**src/txcmd_pkg.sv**
```systemverilog
// shared field layout, state types and size helpers for the transmit command link
package txcmd_pkg;
   // ==========================================================
   // command word A fields
   localparam int A_IOC_BIT = 31;
   localparam int A_RSVD_HI = 30;
   localparam int A_RSVD_LO = 26;
   localparam int A_ALIGN_LO = 24;
   localparam int A_OFFSET_LO = 16;
   localparam int A_FIRST_BIT = 13;
   localparam int A_LAST_BIT = 12;
   localparam int A_COUNT_LO = 0;
   // ==========================================================
   // command word B fields
   localparam int B_TAG_LO = 16;
   localparam int B_LEN_LO = 0;
   // ==========================================================
   // end alignment codes
   localparam logic [1:0] ALIGN_4 = 2'h0;
   localparam logic [1:0] ALIGN_16 = 2'h1;
   localparam logic [1:0] ALIGN_32 = 2'h2;
   localparam logic [1:0] ALIGN_RSVD = 2'h3;
   localparam logic [9:0] WORDS_16 = 10'h004;
   localparam logic [9:0] WORDS_32 = 10'h008;
   // ==========================================================
   // reset values
   localparam logic [31:0] WORD_RESET = 32'h0000_0000;
   localparam logic [9:0] IDX_RESET = 10'h000;
   // ==========================================================
   // state machines
   typedef enum logic [1:0] {
      DEV_CMD_A = 2'h0,
      DEV_CMD_B = 2'h1,
      DEV_DATA = 2'h3
   } dev_state_type;
   typedef enum logic [1:0] {
      HOST_IDLE = 2'h0,
      HOST_CMD_A = 2'h1,
      HOST_CMD_B = 2'h3,
      HOST_DATA = 2'h2
   } host_state_type;
   // ==========================================================
   // helpers
   // dwords spanned by offset plus byte count
   function automatic logic [9:0] data_words(input logic [4:0] off,
                                             input logic [10:0] cnt);
      logic [11:0] s;
      s = 12'({7'h00, off}) + 12'({1'h0, cnt}) + 12'h003;
      return s[11:2];
   endfunction
   // dword count rounded up to the end alignment; reserved acts as 4-byte
   function automatic logic [9:0] padded_words(input logic [9:0] w,
                                               input logic [1:0] al);
      logic [9:0] m;
      m = 10'h001;
      if (al == ALIGN_16) begin
         m = WORDS_16;
      end else if (al == ALIGN_32) begin
         m = WORDS_32;
      end
      return (w + m - 10'h001) & ~(m - 10'h001);
   endfunction
   // byte lanes of dword idx that fall inside [off, off+cnt)
   function automatic logic [3:0] keep_mask(input logic [9:0] idx,
                                            input logic [4:0] off,
                                            input logic [10:0] cnt);
      logic [11:0] p;
      logic [11:0] e;
      logic [3:0] k;
      e = 12'({7'h00, off}) + 12'({1'h0, cnt});
      k = 4'h0;
      for (int j = 0; j < 4; j++) begin
         p = {idx, 2'h0} + 12'(j);
         k[j] = (p >= 12'({7'h00, off})) && (p < e);
      end
      return k;
   endfunction
endpackage

```
**src/txcmd_if.sv**
```systemverilog
// word link carrying commands, payload and padding from host to device
`timescale 1ns/1ps
interface txcmd_if;
   logic [31:0] word;
   logic valid;
   logic ready;
   modport host (output word, output valid, input ready);
   modport device (input word, input valid, output ready);
endinterface

```
**src/tx_buffer_command_decoder.sv**
```systemverilog
// device end: decodes command pairs, checks packet consistency, strips padding
// Notes on behaviour
// - first two dwords per buffer are A, B
// - word B tag goes into completion status
// - host writes A and B every buffer
// - differing word B in packet raises error
// - A bit 31 raises done after buffer
// - host writes zero in A bits 30:26
// - A bits 25:24 choose 4/16/32 alignment
// - padding dwords are dropped, never forwarded
// - A bits 20:16 skip leading bytes
// - A bits 13/12 mark first, last buffer
// - summed byte counts checked against B length
// - tag taken from B bits 31:16
`timescale 1ns/1ps
module tx_buffer_command_decoder (
   input wire logic CLOCK_I,
   input wire logic RST_N_I,
   txcmd_if.device LINK,
   output logic [31:0] OUT_DATA_O,
   output logic [3:0] OUT_KEEP_O,
   output logic OUT_LAST_O,
   output logic OUT_VALID_O,
   input wire logic OUT_READY_I,
   output logic [15:0] STATUS_TAG_O,
   output logic STATUS_VALID_O,
   output logic TRANSMITTER_ERROR_FLAG_O,
   input wire logic ERROR_CLEAR_I,
   output logic TRANSMIT_DONE_FLAG_O,
   input wire logic DONE_CLEAR_I
);
   // ==========================================================
   // state
   typedef struct packed {
      txcmd_pkg::dev_state_type state;
      logic ioc;
      logic [1:0] align;
      logic [4:0] offset;
      logic first;
      logic last;
      logic [10:0] count;
      logic [31:0] pkt_b;
      logic in_pkt;
      logic [15:0] total;
      logic [9:0] idx;
      logic [9:0] nwords;
      logic [9:0] npad;
      logic [31:0] out_data;
      logic [3:0] out_keep;
      logic out_last;
      logic out_valid;
      logic [31:0] skid_data;
      logic [3:0] skid_keep;
      logic skid_last;
      logic skid_valid;
      logic link_ready;
      logic [15:0] tag;
      logic stat_valid;
      logic err;
      logic done;
   } dev_regs_type;

   dev_regs_type r_reg;
   dev_regs_type r_next;
   logic acc;
   logic fin;
   logic push;
   logic [31:0] push_data;
   logic [3:0] push_keep;
   logic push_last;
   logic [31:0] w;

   assign LINK.ready = r_reg.link_ready;
   assign OUT_DATA_O = r_reg.out_data;
   assign OUT_KEEP_O = r_reg.out_keep;
   assign OUT_LAST_O = r_reg.out_last;
   assign OUT_VALID_O = r_reg.out_valid;
   assign STATUS_TAG_O = r_reg.tag;
   assign STATUS_VALID_O = r_reg.stat_valid;
   assign TRANSMITTER_ERROR_FLAG_O = r_reg.err;
   assign TRANSMIT_DONE_FLAG_O = r_reg.done;

   // ==========================================================
   // next state
   always_comb begin
      r_next = r_reg;
      w = LINK.word;
      acc = LINK.valid && r_reg.link_ready;
      fin = 1'b0;
      push = 1'b0;
      push_data = w;
      push_keep = 4'h0;
      push_last = 1'b0;
      r_next.stat_valid = 1'b0;
      // software clears come first so a same-cycle set wins
      if (ERROR_CLEAR_I) begin
         r_next.err = 1'b0;
      end
      if (DONE_CLEAR_I) begin
         r_next.done = 1'b0;
      end
      case (r_reg.state)
         txcmd_pkg::DEV_CMD_A: begin
            if (acc) begin
               r_next.ioc = w[txcmd_pkg::A_IOC_BIT];
               r_next.align = w[txcmd_pkg::A_ALIGN_LO +: 2];
               r_next.offset = w[txcmd_pkg::A_OFFSET_LO +: 5];
               r_next.first = w[txcmd_pkg::A_FIRST_BIT];
               r_next.last = w[txcmd_pkg::A_LAST_BIT];
               r_next.count = w[txcmd_pkg::A_COUNT_LO +: 11];
               r_next.state = txcmd_pkg::DEV_CMD_B;
            end
         end
         txcmd_pkg::DEV_CMD_B: begin
            if (acc) begin
               r_next.state = txcmd_pkg::DEV_DATA;
               r_next.idx = txcmd_pkg::IDX_RESET;
               r_next.nwords = txcmd_pkg::data_words(r_reg.offset,
                                                      r_reg.count);
               r_next.npad = txcmd_pkg::padded_words(r_next.nwords,
                                                      r_reg.align);
               if (r_reg.first) begin
                  // a new first buffer abandons an unterminated packet
                  if (r_reg.in_pkt) begin
                     r_next.err = 1'b1;
                  end
                  r_next.in_pkt = 1'b1;
                  r_next.pkt_b = w;
                  r_next.total = 16'({5'h00, r_reg.count});
               end else begin
                  if (!r_reg.in_pkt || w != r_reg.pkt_b) begin
                     r_next.err = 1'b1;
                  end
                  r_next.total = r_reg.total + 16'({5'h00, r_reg.count});
               end
               if (r_next.npad == txcmd_pkg::IDX_RESET) begin
                  fin = 1'b1;
               end
            end
         end
         default: begin
            if (acc) begin
               r_next.idx = r_reg.idx + 10'h001;
               if (r_reg.idx < r_reg.nwords) begin
                  push_keep = txcmd_pkg::keep_mask(r_reg.idx, r_reg.offset,
                                                   r_reg.count);
                  push = (push_keep != 4'h0);
                  push_last = r_reg.last &&
                     (r_next.idx == r_reg.nwords);
               end
               // words past nwords are padding and are only counted
               if (r_next.idx == r_reg.npad) begin
                  fin = 1'b1;
               end
            end
         end
      endcase
      if (fin) begin
         r_next.state = txcmd_pkg::DEV_CMD_A;
         if (r_reg.ioc) begin
            r_next.done = 1'b1;
         end
         if (r_reg.last) begin
            r_next.in_pkt = 1'b0;
            r_next.stat_valid = 1'b1;
            r_next.tag = r_next.pkt_b[txcmd_pkg::B_TAG_LO +: 16];
            if (r_next.total !=
                16'({5'h00, r_next.pkt_b[txcmd_pkg::B_LEN_LO +: 11]})) begin
               r_next.err = 1'b1;
            end
         end
      end
      // two-entry output buffer: output register plus skid register
      if (r_reg.out_valid && OUT_READY_I) begin
         r_next.out_valid = r_reg.skid_valid;
         r_next.out_data = r_reg.skid_data;
         r_next.out_keep = r_reg.skid_keep;
         r_next.out_last = r_reg.skid_last;
         r_next.skid_valid = 1'b0;
      end
      if (push) begin
         if (!r_next.out_valid) begin
            r_next.out_valid = 1'b1;
            r_next.out_data = push_data;
            r_next.out_keep = push_keep;
            r_next.out_last = push_last;
         end else begin
            r_next.skid_valid = 1'b1;
            r_next.skid_data = push_data;
            r_next.skid_keep = push_keep;
            r_next.skid_last = push_last;
         end
      end
      // at most one push per cycle, so an empty skid is room enough
      r_next.link_ready = !r_next.skid_valid;
   end

   // ==========================================================
   // registers
   always_ff @(posedge CLOCK_I) begin
      if (!RST_N_I) begin
         r_reg <= '0;
         r_reg.state <= txcmd_pkg::DEV_CMD_A;
      end else begin
         r_reg <= r_next;
      end
   end
endmodule

```
**src/flat_wrapper.sv**
```systemverilog
// flat-port wrapper written by rule: the top's interface ports become plain ports
module tx_buffer_command_decoder_flat 
  (CLOCK_I, RST_N_I, OUT_DATA_O, OUT_KEEP_O, OUT_LAST_O, OUT_VALID_O, OUT_READY_I, STATUS_TAG_O, STATUS_VALID_O, TRANSMITTER_ERROR_FLAG_O, ERROR_CLEAR_I, TRANSMIT_DONE_FLAG_O, DONE_CLEAR_I, LINK_word, LINK_valid, LINK_ready);
  txcmd_if LINK_i ();
  input wire logic CLOCK_I;
  input wire logic RST_N_I;
  output logic [31:0] OUT_DATA_O;
  output logic [3:0] OUT_KEEP_O;
  output logic OUT_LAST_O;
  output logic OUT_VALID_O;
  input wire logic OUT_READY_I;
  output logic [15:0] STATUS_TAG_O;
  output logic STATUS_VALID_O;
  output logic TRANSMITTER_ERROR_FLAG_O;
  input wire logic ERROR_CLEAR_I;
  output logic TRANSMIT_DONE_FLAG_O;
  input wire logic DONE_CLEAR_I;
  input wire logic [$bits(LINK_i.word)-1:0] LINK_word;
  input wire logic [$bits(LINK_i.valid)-1:0] LINK_valid;
  output wire logic [$bits(LINK_i.ready)-1:0] LINK_ready;
  assign LINK_i.word = LINK_word;
  assign LINK_i.valid = LINK_valid;
  assign LINK_ready = LINK_i.ready;
  tx_buffer_command_decoder u_core (.CLOCK_I(CLOCK_I), .RST_N_I(RST_N_I), .LINK(LINK_i), .OUT_DATA_O(OUT_DATA_O), .OUT_KEEP_O(OUT_KEEP_O), .OUT_LAST_O(OUT_LAST_O), .OUT_VALID_O(OUT_VALID_O), .OUT_READY_I(OUT_READY_I), .STATUS_TAG_O(STATUS_TAG_O), .STATUS_VALID_O(STATUS_VALID_O), .TRANSMITTER_ERROR_FLAG_O(TRANSMITTER_ERROR_FLAG_O), .ERROR_CLEAR_I(ERROR_CLEAR_I), .TRANSMIT_DONE_FLAG_O(TRANSMIT_DONE_FLAG_O), .DONE_CLEAR_I(DONE_CLEAR_I));
endmodule
```
**config.mk**
```make
export PLATFORM = sky130hd
export DESIGN_NAME = tx_buffer_command_decoder_flat
export DESIGN_NICKNAME = d
export VERILOG_FILES = /design/src/txcmd_pkg.sv /design/src/txcmd_if.sv /design/src/tx_buffer_command_decoder.sv /design/src/flat_wrapper.sv
export SDC_FILE = /design/constraint.sdc
export NUM_CORES = 1
export LEC_CHECK = 0
export BUFFER_PORTS_ARGS = -buffer_cell sky130_fd_sc_hd__clkbuf_2
export CELL_PAD_IN_SITES_DETAIL_PLACEMENT = 1
export CELL_PAD_IN_SITES_GLOBAL_PLACEMENT = 1
export CORE_MARGIN = 2
export CORE_UTILIZATION = 46
export DETAILED_ROUTE_END_ITERATION = 8
export GPL_TIMING_DRIVEN = 0
export PLACE_DENSITY = 0.91
export SETUP_SLACK_MARGIN = 0.1
export SYNTH_ARGS = -nofsm -noshare
export SYNTH_HDL_FRONTEND = slang
export SYNTH_SLANG_ARGS = --single-unit
export TNS_END_PERCENT = 10
```
**constraint.sdc**
```tcl
create_clock -name CLOCK_I -period 6.7 [get_ports CLOCK_I]
set_input_delay 1.005 -clock CLOCK_I [delete_from_list [all_inputs] [get_ports CLOCK_I]]
set_output_delay 1.005 -clock CLOCK_I [all_outputs]
set_load 0.02 [all_outputs]
```
=== Yosys cells after proc, flatten, opt, wreduce, memory -nomap -nowiden ===
Index checks and enable logic that the tools add are counted.

* Memory bits (read-only): 0
* Latch bits: 0
* Memories kept: 0
* Output and inout port bits: 58
* Bits of input ports: 38
* RAM bits: 0
* Bits in registers: 198

* Multiplexer cells: 45
* Multiply operators: 0
* Equal/unequal tests: 9
* Div/mod/pow operators: 0
* Reductions and logical operators: 24
* Bitwise logic cells: 4
* $lt $le $gt $ge: 9
* Shift operators: 0
* $add $sub $neg: 10

{| class="wikitable"
|+ Operators by type and width
! cell !! count
|-
| 38-bit 2-to-1 mux || 3
|-
| 79-bit 2-to-1 mux || 1
|-
| 76-bit 2-to-1 mux || 1
|-
| 49-bit 2-to-1 mux || 1
|-
| 12-bit by 5-bit greater-or-equal comparator with 1-bit output || 4
|-
| 12-bit < comparator || 4
|-
| 10-bit 2-to-1 mux || 4
|-
| 12-bit by 2-bit adder with 12-bit output, second input constant || 3
|-
| 33-bit 2-to-1 mux || 1
|-
| 32-bit != test || 1
|-
| 23-bit 2-to-1 mux || 1
|-
| 1-bit 2-to-1 mux || 22
|-
| 10-bit == test || 2
|-
| 10-bit one-hot mux with 2 select lines || 1
|-
| 10-bit by 1-bit subtractor with 10-bit output, second input constant || 2
|-
| 16-bit by 11-bit adder with 16-bit output || 1
|-
| 16-bit 2-to-1 mux || 1
|-
| 4-bit 2-to-1 mux || 4
|-
| 16-bit by 11-bit != test with 1-bit output || 1
|-
| 12-bit by 1-bit adder with 12-bit output, second input constant || 1
|-
| 5-bit by 11-bit adder with 12-bit output || 1
|-
| 2-bit AND reduction || 6
|-
| 10-bit by 1-bit adder with 10-bit output, second input constant || 1
|-
| 10-bit adder || 1
|-
| 19 further kinds || 33
|}

=== Depth between registers and ports, before layout ===
Gate-level depths: netlist (run 1).

* Word-level depth: 14
* Gate-level depth with buffers: 22

=== Least setup slack after synthesis (run 1) ===
Ideal clock, no wire load.

* Path kind: flip-flop to flip-flop
* From: register u_core.r_reg[175] in the netlist's numbering
* To: register u_core.r_reg, in the netlist u_core.STATUS_TAG_O[14]
* Arrival: 4.565 ns
* Data required time: 6.571 ns
* Path slack: 2.006 ns
* Buffers on the path: 3
* Stages on the path, launching flop included: 23
* Path through: dfxtp_1 > ha_1 > fa_1 > a21o_1 > a21oi_1 > xnor2_1 > inv_1 > or3_1 > buf_2 > xnor2_1 > inv_1 > ha_1 > clkbuf_1 > o21a_1 > o31a_1 > a21oi_1 > a311o_1 > nor3_1 > mux2i_1 > or3_4 > nor2_8 > buf_6 > o211ai_2

* Word-level cells in the longest chain between the ends: 10

{| class="wikitable"
|+ RTL lines
! item !! line !! source
|-
| from (decl) || tx_buffer_command_decoder.sv:63 || <nowiki>dev_regs_type r_reg;</nowiki>
|-
| from (signal assigned) || tx_buffer_command_decoder.sv:205 || <nowiki>r_reg <= r_next;</nowiki>
|-
| 5-bit by 11-bit adder with 12-bit output || txcmd_pkg.sv:48 || <nowiki>s = 12'({7'h00, off}) + 12'({1'h0, cnt}) + 12'h003;</nowiki>
|-
| 12-bit by 2-bit adder with 12-bit output || txcmd_pkg.sv:48 ||
|-
| 10-bit adder || txcmd_pkg.sv:61 || <nowiki>return (w + m - 10'h001) & ~(m - 10'h001);</nowiki>
|-
| 10-bit by 1-bit subtractor with 10-bit output || txcmd_pkg.sv:61 ||
|-
| 10-bit AND || txcmd_pkg.sv:61 ||
|-
| 10-bit zero test || tx_buffer_command_decoder.sv:136 || <nowiki>if (r_next.npad == txcmd_pkg::IDX_RESET) begin</nowiki>
|-
| 1-bit 2-to-1 mux || tx_buffer_command_decoder.sv:136 ||
|-
| 1-bit 2-to-1 mux || tx_buffer_command_decoder.sv:115 || <nowiki>if (acc) begin</nowiki>
|-
| 1-bit one-hot mux with 2 select lines || tx_buffer_command_decoder.sv:102 || <nowiki>case (r_reg.state)</nowiki>
|-
| 2-bit AND reduction (no source line) || - ||
|}

No other way between the ends.
A chain may end at the register's enable or synchronous reset.

=== Worst setup path after layout (run 1) ===
* From: register u_core.r_reg[176] in the netlist's numbering
* To: register u_core.r_reg[24] in the netlist's numbering

* Word-level cells in the longest chain between the ends: 8
* Elaborated cells on any way between the ends: 17
* Classes of those cells: 1 x add/sub; 4 x order compare; 6 x mux; 6 x reduce/logical

{| class="wikitable"
|+ RTL lines
! item !! line !! source
|-
| 5-bit by 11-bit adder with 12-bit output * || txcmd_pkg.sv:70 || <nowiki>e = 12'({7'h00, off}) + 12'({1'h0, cnt});</nowiki>
|-
| 12-bit < comparator || txcmd_pkg.sv:74 || <nowiki>k[j] = (p >= 12'({7'h00, off})) && (p < e);</nowiki>
|-
| 1-bit logical AND || txcmd_pkg.sv:74 ||
|-
| 4-bit nonzero test || tx_buffer_command_decoder.sv:147 || <nowiki>push = (push_keep != 4'h0);</nowiki>
|-
| 1-bit 2-to-1 mux || tx_buffer_command_decoder.sv:144 || <nowiki>if (r_reg.idx < r_reg.nwords) begin</nowiki>
|-
| 1-bit 2-to-1 mux || tx_buffer_command_decoder.sv:142 || <nowiki>if (acc) begin</nowiki>
|-
| 1-bit 2-to-1 mux || tx_buffer_command_decoder.sv:102 ||
|-
| 2-bit AND reduction (no source line) || - ||
|}

Mark *: on every way between the ends. The rest lies on a longest branch, timed or not.

==> impl_summary.txt, run 1 <==
----------------------------------------------------
[Placed design]
  Placed wire-length estimate after detailed placement ... 31.2 mm
  Final weighted congestion in routability-driven placement ... 0.892
  Port bufs ... 91

[Route]
  Overall via count from detail_route ... roughly 12000
  Routed WL per cell ... 22.7 um
  Drt via density ... 6.20
  Number of nets with antenna violations after routing ... 0
  Count of TritonRoute iterations in the first routing pass ... 5
  Final routed wirelength across all metal layers ... 43.0 mm
  Iteration-0 DRC count of the detailed router ... between 900 and 1000
  DRC viols ... 0

[Cells and area]
  Antenna cells ... 0
  Top library cells by usage in the layout, fill and taps aside ... dfxtp_1 (198), nor2_1 (165), nand2_1 (145)
  Leading cell type in the layout, fill and taps excluded ... dfxtp_1
  Fillcell total ... 3064
  Fin nets ... 1650
  Relative area change from synthesis to final layout ... 12.8%
  Flip-flop count of the largest register after layout ... 140
  Post-layout utilization of the core ... 53.0%
  Share of layout cells above drive strength 1 ... between 10% and 20%

[Setup path]
  Worst setup SP type ... flop
  Start-to-end type of the worst setup path ... flop to flop
  WP data required ... roughly 7 ns
  Crit-path slowest cell ... nor3_1
  Crit path max fanout ... 10
  CP max stage delay ... 0.64 ns
  Arrival @ worst endpoint ... roughly 6.7 ns
  Kind of end point of the critical path ... flop
  R2r setup slk ... roughly 0.34 ns
  Critical path cell sequence ... ha_1 -> a211oi_2 -> or2_1 -> buf_2 -> o221ai_1 -> nor2_1 -> ha_1 -> a21o_1 -> a21o_1 -> a21oi_1 -> o21ai_0 -> nor3_1 -> nor4_1 -> nor4_1 -> clkbuf_1 -> buf_2 -> mux2i_1 -> nor2_1

[Global route]
  Pin count of the biggest net entering global routing ... 23
  Total GRT Usage ... 31.9%
  First-pass GRT wire length ... 66.7 mm
  Initial antenna violation count ... 0
  Vias in the first global route ... 12200
  GRT overflow ... 0

[Synth]
  FFs w/ async S/R, synth ... 0%
  Mapped Cells ... 1445
  Syn nets ... between 1500 and 2000
  Compound-Gate Fraction of Synth Area ... 17.0%
  Mean cell area of the mapped netlist ... 8.19 um2
  Mux share of post-synthesis cell area ... 5.85%
  Synth unique cells ... 78
  Share of the synthesized netlist area taken by xor and xnor gates ... a little under 8%
  Adder-cell share of the synthesized area ... slightly above 6%
  Largest family of logic cells by synthesized area ... simple AND/OR/NAND/NOR gates
  Number of register bits inferred by synthesis ... 198
  Fraction of the mapped netlist area in simple logic gates ... between 20% and 30%
  Synthesized cell area ... 11800 um2
  Most used flip-flop cell after synthesis ... dfxtp_1
  Count of flip-flops with a built-in enable after synthesis ... 0
  Sequential element share of the synthesized area ... between 30 and 40%
  Yosys warns ... 0

[STA]
  RSZ-0062 raised after global routing ... no
  Post-route clock skew ... 0.0184 ns
  Setup TNS ... 0 ns
  Highest clock rate ... 157 MHz
  Worst-margin pin slew ... 0.879 ns
  Period minus WS final ... 6.36 ns
  Count of endpoints failing hold in the final timing report ... 0
  Final setup violation count ... 0
  Max-slew violation total from the final report ... 0
  Worst max-slew margin expressed relative to the limit ... around 41%
  Final worst-path cycle share ... 94.9%

[CTS]
  Number of setup buffers added after CTS ... 0
  Total of hold buffers inserted after clock tree synthesis ... 0
  Number of gates given a new drive strength after cts ... 0
  CTS clk-pin slew, worst paths ... 0.09 ns
  Clk buf depth ... 2
  Worst skew pair latency ... 0.47 ns
  TritonCTS buffer count ... 17
  Root buf cell ... clkbuf_16
  CTS tree ... done
  Sinks on the clock net ... 198
  H-tree levels ... 4

[Floorplan]
  Core area ... roughly 25000 um2
  Die W ... ~160 um
  Top-level I/O count ... 96
  Die area ... 27000 um2
  Floorplan row count ... 58
  Chip Height ... about 160 um
  Starting density of the core ... between 40% and 50%

[Power and ir drop]
  Leakage power of the design ... 5.47 nW
  Net Sw Frac ... about a third
  Flop pwr share ... 43.8%
  Cell area power density ... 207 nW/um2
  Combinational power share ... 15.9%
  Fraction of power consumed by the clock network ... 40.3%
  IR Drop Worst-Case VDD ... 0.133 mV
  P_sw ... 0.903 mW
  Cell Int Power ... between 1.5 and 2 mW

[Job]
  Number of violations of the max-capacitance limit ... 0

[Min path]
  Worst hold-check path type ... flop to flop

[Status]
  Result of the run ... finished clean

----------------------------------------------------
[final cells by class]
type	count	area, um2	share of cell area, %
Timing Repair Buffer	92	460	3.45
Buffer	148	771	5.78
Tap cell	330	413	3.10
Multi-Input combinational cell	1059	6940	52.1
Clock buffer	18	439	3.29
Clock inverter	14	198	1.48
Inverter	40	150	1.13
Sequential cell	198	3960	29.7
[cells in the mapped netlist (23+ instances only)]
library cell,n,share of area [%]
a21oi_1,78,3.3
a311oi_1,37,2.7
mux2i_1,68,5.8
xor2_1,54,4.0
inv_1,38,1.2
nor3_1,44,1.9
nor2_1,165,5.2
buf_4,52,3.3
nor4_1,23,1.2
o21ai_0,27,1.1
nand3_1,91,3.9
ha_1,53,5.6
nand2_1,145,4.6
clkbuf_1,79,2.5
xnor2_1,45,3.3
dfxtp_1,198,34
[stage by stage]
stage                     instances  hold slack, ns  area (um2)  setup WS (ns)  power [mW]
after detailed placement       1866           0.452       12700          0.748        1.66
after floorplan                1445           0.437       11800           2.01        1.51
after global placement         1866           0.451       12700          0.860        1.64
after CTS                      1898           0.480       13300          0.526        2.74
after global routing           1899           0.502       13300          0.100        2.84
final                          1899           0.486       13300          0.343        2.76
[cells by family after synthesis]
family | count (synthesis)
AO/OA/AOI/OAI | 280
flip-flops | 198
AND/OR/NAND/NOR | 551
buffers and inverters | 188
multiplexers | 69
adder cells (fa/ha/maj) | 56
XOR/XNOR | 103
[per-layer routing]
| metal | track usage (%) | share of wire [%] | up-vias |
|---|---|---|---|
| met4 | 16.2 | 4.6 | 0 |
| li1 | - | - | 5292 |
| met1 | 38.1 | 40 | 5792 |
| met2 | 54.8 | 48 | 526 |
| met3 | 5.51 | 7.1 | 157 |
| met5 | 0 | 0 | - |
[critical path: cells and delay by family (launching register included)]
| family | cells | cell delay [ns] |
|---|---|---|
| flops | 1 | 0.56 |
| compound gates | 6 | 1.43 |
| simple gates | 6 | 2.00 |
| mux | 1 | 0.31 |
| buf+inv | 3 | 1.23 |
| fa+ha+maj | 2 | 0.67 |
[power groups by stage]
stage | Combinational [mW] | Clock [mW] | Sequential (mW)
after floorplan | 0.285 | 0 | 1.23
after global placement | 0.407 | 0 | 1.23
after detailed placement | 0.425 | 0 | 1.23
final | 0.439 | 1.11 | 1.21
after CTS | 0.431 | 1.11 | 1.21
after global routing | 0.469 | 1.16 | 1.21
[path summary, 6_finish.rpt]
| kind | from | endpoint | cells past startpoint |
|---|---|---|---|
| worst min register to register | u_core.r_reg[158] | u_core.r_reg[158] | 2 |
| worst max register to register | u_core.r_reg[176] | u_core.r_reg[24] | 18 |
| worst min-delay path | u_core.r_reg[158] | u_core.r_reg[158] | 2 |
| worst max-delay path | u_core.r_reg[176] | u_core.r_reg[24] | 18 |
No activity file was read; power rests on OpenSTA's default activity.
==> run 2, diff against run 1 <==
--- a/config.mk
+++ b/config.mk
@@ -5,12 +5,12 @@
 export SDC_FILE = /design/constraint.sdc
 export NUM_CORES = 1
 export LEC_CHECK = 0
-export BUFFER_PORTS_ARGS = -buffer_cell sky130_fd_sc_hd__clkbuf_2
 export CELL_PAD_IN_SITES_DETAIL_PLACEMENT = 1
 export CELL_PAD_IN_SITES_GLOBAL_PLACEMENT = 1
 export CORE_MARGIN = 2
-export CORE_UTILIZATION = 46
+export CORE_UTILIZATION = 49
 export DETAILED_ROUTE_END_ITERATION = 8
+export DONT_BUFFER_PORTS = 1
 export GPL_TIMING_DRIVEN = 0
 export PLACE_DENSITY = 0.91
 export SETUP_SLACK_MARGIN = 0.1
==> impl_summary.txt, run 2 (synthesis gave the netlist of run 1 again) <==
----------------------------------------------------
[Route]
  Count of TritonRoute iterations in the first routing pass ... 5 (unchanged)
  Overall via count from detail_route ... 11600 (-1.2%)
  Iteration-0 DRC count of the detailed router ... 1168 (+22%)
  Routed WL per cell ... 24.5 um (+8.1%)
  DRC viols ... 0 (unchanged)
  Drt via density ... 6.47 (+4.5%)
  Final routed wirelength across all metal layers ... 44.0 mm (+2.3%)
  Number of nets with antenna violations after routing ... 0 (unchanged)

[Placed design]
  Placed wire-length estimate after detailed placement ... 30.7 mm (-1.6%)
  Placement-stage cell area ... 12200 um2 (-3.7%)
  Cell count after placement ... 1764 (-5.5%)
  Final weighted congestion in routability-driven placement ... 0.937 (+5.0%)
  Minimum setup slack after placement ... 0.736 ns (-0.0117 ns)
  Port bufs ... 0 (-100%)

[Setup path]
  WP data required ... 7.06 ns (+0.03 ns)
  Start-to-end type of the worst setup path ... flop to flop
  Total buffers and inverters traversed by the critical path ... 3 (unchanged)
  Worst setup SP type ... flop
  Kind of end point of the critical path ... flop
  CP max stage delay ... 0.68 ns (+0.04 ns)
  Arrival @ worst endpoint ... 6.71 ns (+0.03 ns)
  Critical path cell sequence ... ha_1 -> a211oi_2 -> or2_1 -> buf_2 -> o221ai_1 -> nor2_1 -> ha_1 -> a21o_1 -> a21o_1 -> a21oi_1 -> o211ai_1 -> nor3_1 -> nor4_1 -> nor4_1 -> clkbuf_1 -> buf_2 -> mux2i_1 -> nor2_1
  Crit path max fanout ... 10 (unchanged)
  Crit-path slowest cell ... nor3_1
  Top delay family on crit path ... simple AND/OR/NAND/NOR gates

[STA]
  Worst max-slew margin expressed relative to the limit ... 8.51% (-33 points)
  Max-slew violation total from the final report ... 0 (unchanged)
  Final setup violation count ... 0 (unchanged)
  Hold Worst Slack ... 0.477 ns (-0.00907 ns)
  Period minus WS final ... 6.35 ns (-0.00413 ns)
  Count of endpoints failing hold in the final timing report ... 0 (unchanged)
  Highest clock rate ... 157 MHz (about the same)
  Setup TNS ... 0 ns (unchanged)
  Worst-margin pin slew ... 1.36 ns (+0.481 ns)
  RSZ-0062 raised after global routing ... no
  Minimum setup slack in the final design ... 0.347 ns (+0.00413 ns)
  Post-route clock skew ... 0.0240 ns (+0.00562 ns)
  Final worst-path cycle share ... 94.8% (about the same)

[Global route]
  Pin count of the biggest net entering global routing ... 25 (+8.7%)
  Total GRT Usage ... 34.1% (+2.3 points)
  Vias in the first global route ... 12200 (-0.33%)
  GRT overflow ... 0 (unchanged)
  Initial antenna violation count ... 0 (unchanged)
  First-pass GRT wire length ... 68.3 mm (+2.4%)

[CTS]
  Clk buf depth ... 2 (unchanged)
  H-tree levels ... 4 (unchanged)
  Sinks on the clock net ... 198 (unchanged)
  Number of setup buffers added after CTS ... 0 (unchanged)
  CTS clk-pin slew, worst paths ... 0.10 ns (about the same)
  Number of gates given a new drive strength after cts ... 0 (unchanged)
  Total of hold buffers inserted after clock tree synthesis ... 0 (unchanged)
  Worst skew pair latency ... 0.48 ns (about the same)
  CTS tree ... done
  TritonCTS buffer count ... 17 (unchanged)
  Root buf cell ... clkbuf_16

[Cells and area]
  Top library cells by usage in the layout, fill and taps aside ... dfxtp_1 (198), nor2_1 (165), nand2_1 (145)
  Antenna cells ... 0 (unchanged)
  Post-route cell area ... 12900 um2 (-3.4%)
  Share of layout cells above drive strength 1 ... 8.40% (-5.4 points)
  Post-layout utilization of the core ... 54.6% (+1.6 points)
  Flip-flop count of the largest register after layout ... 140 (unchanged)
  Relative area change from synthesis to final layout ... 8.90%
  Non-filler cells in the finished layout ... 1796 (-5.4%)
  Leading cell type in the layout, fill and taps excluded ... dfxtp_1
  Fin nets ... 1558 (-5.6%)

[Floorplan]
  Die area ... 25400 um2 (-6.0%)
  Die W ... 159 um (-3.0%)
  Top-level I/O count ... 96 (unchanged)
  Floorplan row count ... 56 (-3.4%)
  Starting density of the core ... 50.1% (+3.1 points)
  Core area ... 23600 um2 (-6.2%)
  Chip Height ... 159 um (-3.0%)

[Power and ir drop]
  Cell area power density ... 216 nW/um2 (+4.2%)
  Sum of internal, switching and leakage power ... 2.78 mW (+0.58%)
  Leakage power of the design ... 5.06 nW (-7.4%)
  IR Drop Worst-Case VDD ... 0.144 mV (+8.1%)

[Min path]
  Worst hold-check path type ... flop to flop

[Job]
  Number of violations of the max-capacitance limit ... 0 (unchanged)

[Status]
  Result of the run ... finished clean

----------------------------------------------------
## run 2: cell count changes in the layout (fill, tap and decap cells not counted), sizes merged
| cell | delta |
|---|---|
| clkbuf | -93 |
| inv | +1 |
## run 2: layout make-up
type	instances	area [um2]
clock buffer	17	425
clock inverter	15	228
sequential	198	3960
tap	319	399
inverter	40	150
fill	2880	10700
buffer	148	771
multi-input combinational	1059	6940
## run 2: report_power, final
group / total, mW / switching [mW] / internal (mW)
sequential: 1.21 / 0.0184 / 1.19
clock: 1.15 / 0.622 / 0.529
combinational: 0.418 / 0.283 / 0.135
## run 2: routing by layer
metal  wire, um  track usage (%)  vias to the layer above
li1           -                -                     5106
met1      16900             39.1                     5706
met2      21200             58.7                      610
met3       3360             7.32                      203
met4       2570             20.0                        0
met5          0                0                        -
## run 2: final timing paths
check,start,slack [ns],to,depth (start not counted)
hold reg to reg,u_core.r_reg[96],0.48,u_core.r_reg[96],2
setup / recovery,u_core.r_reg[176],0.35,u_core.r_reg[50],18
hold / removal,u_core.r_reg[96],0.48,u_core.r_reg[96],2
setup reg to reg,u_core.r_reg[176],0.35,u_core.r_reg[50],18
## run 2: worst min-delay path: stages (launching register included)
cell,delay (ns)
dfxtp_1,0.33
nand2_1,0.06
a21oi_1,0.05
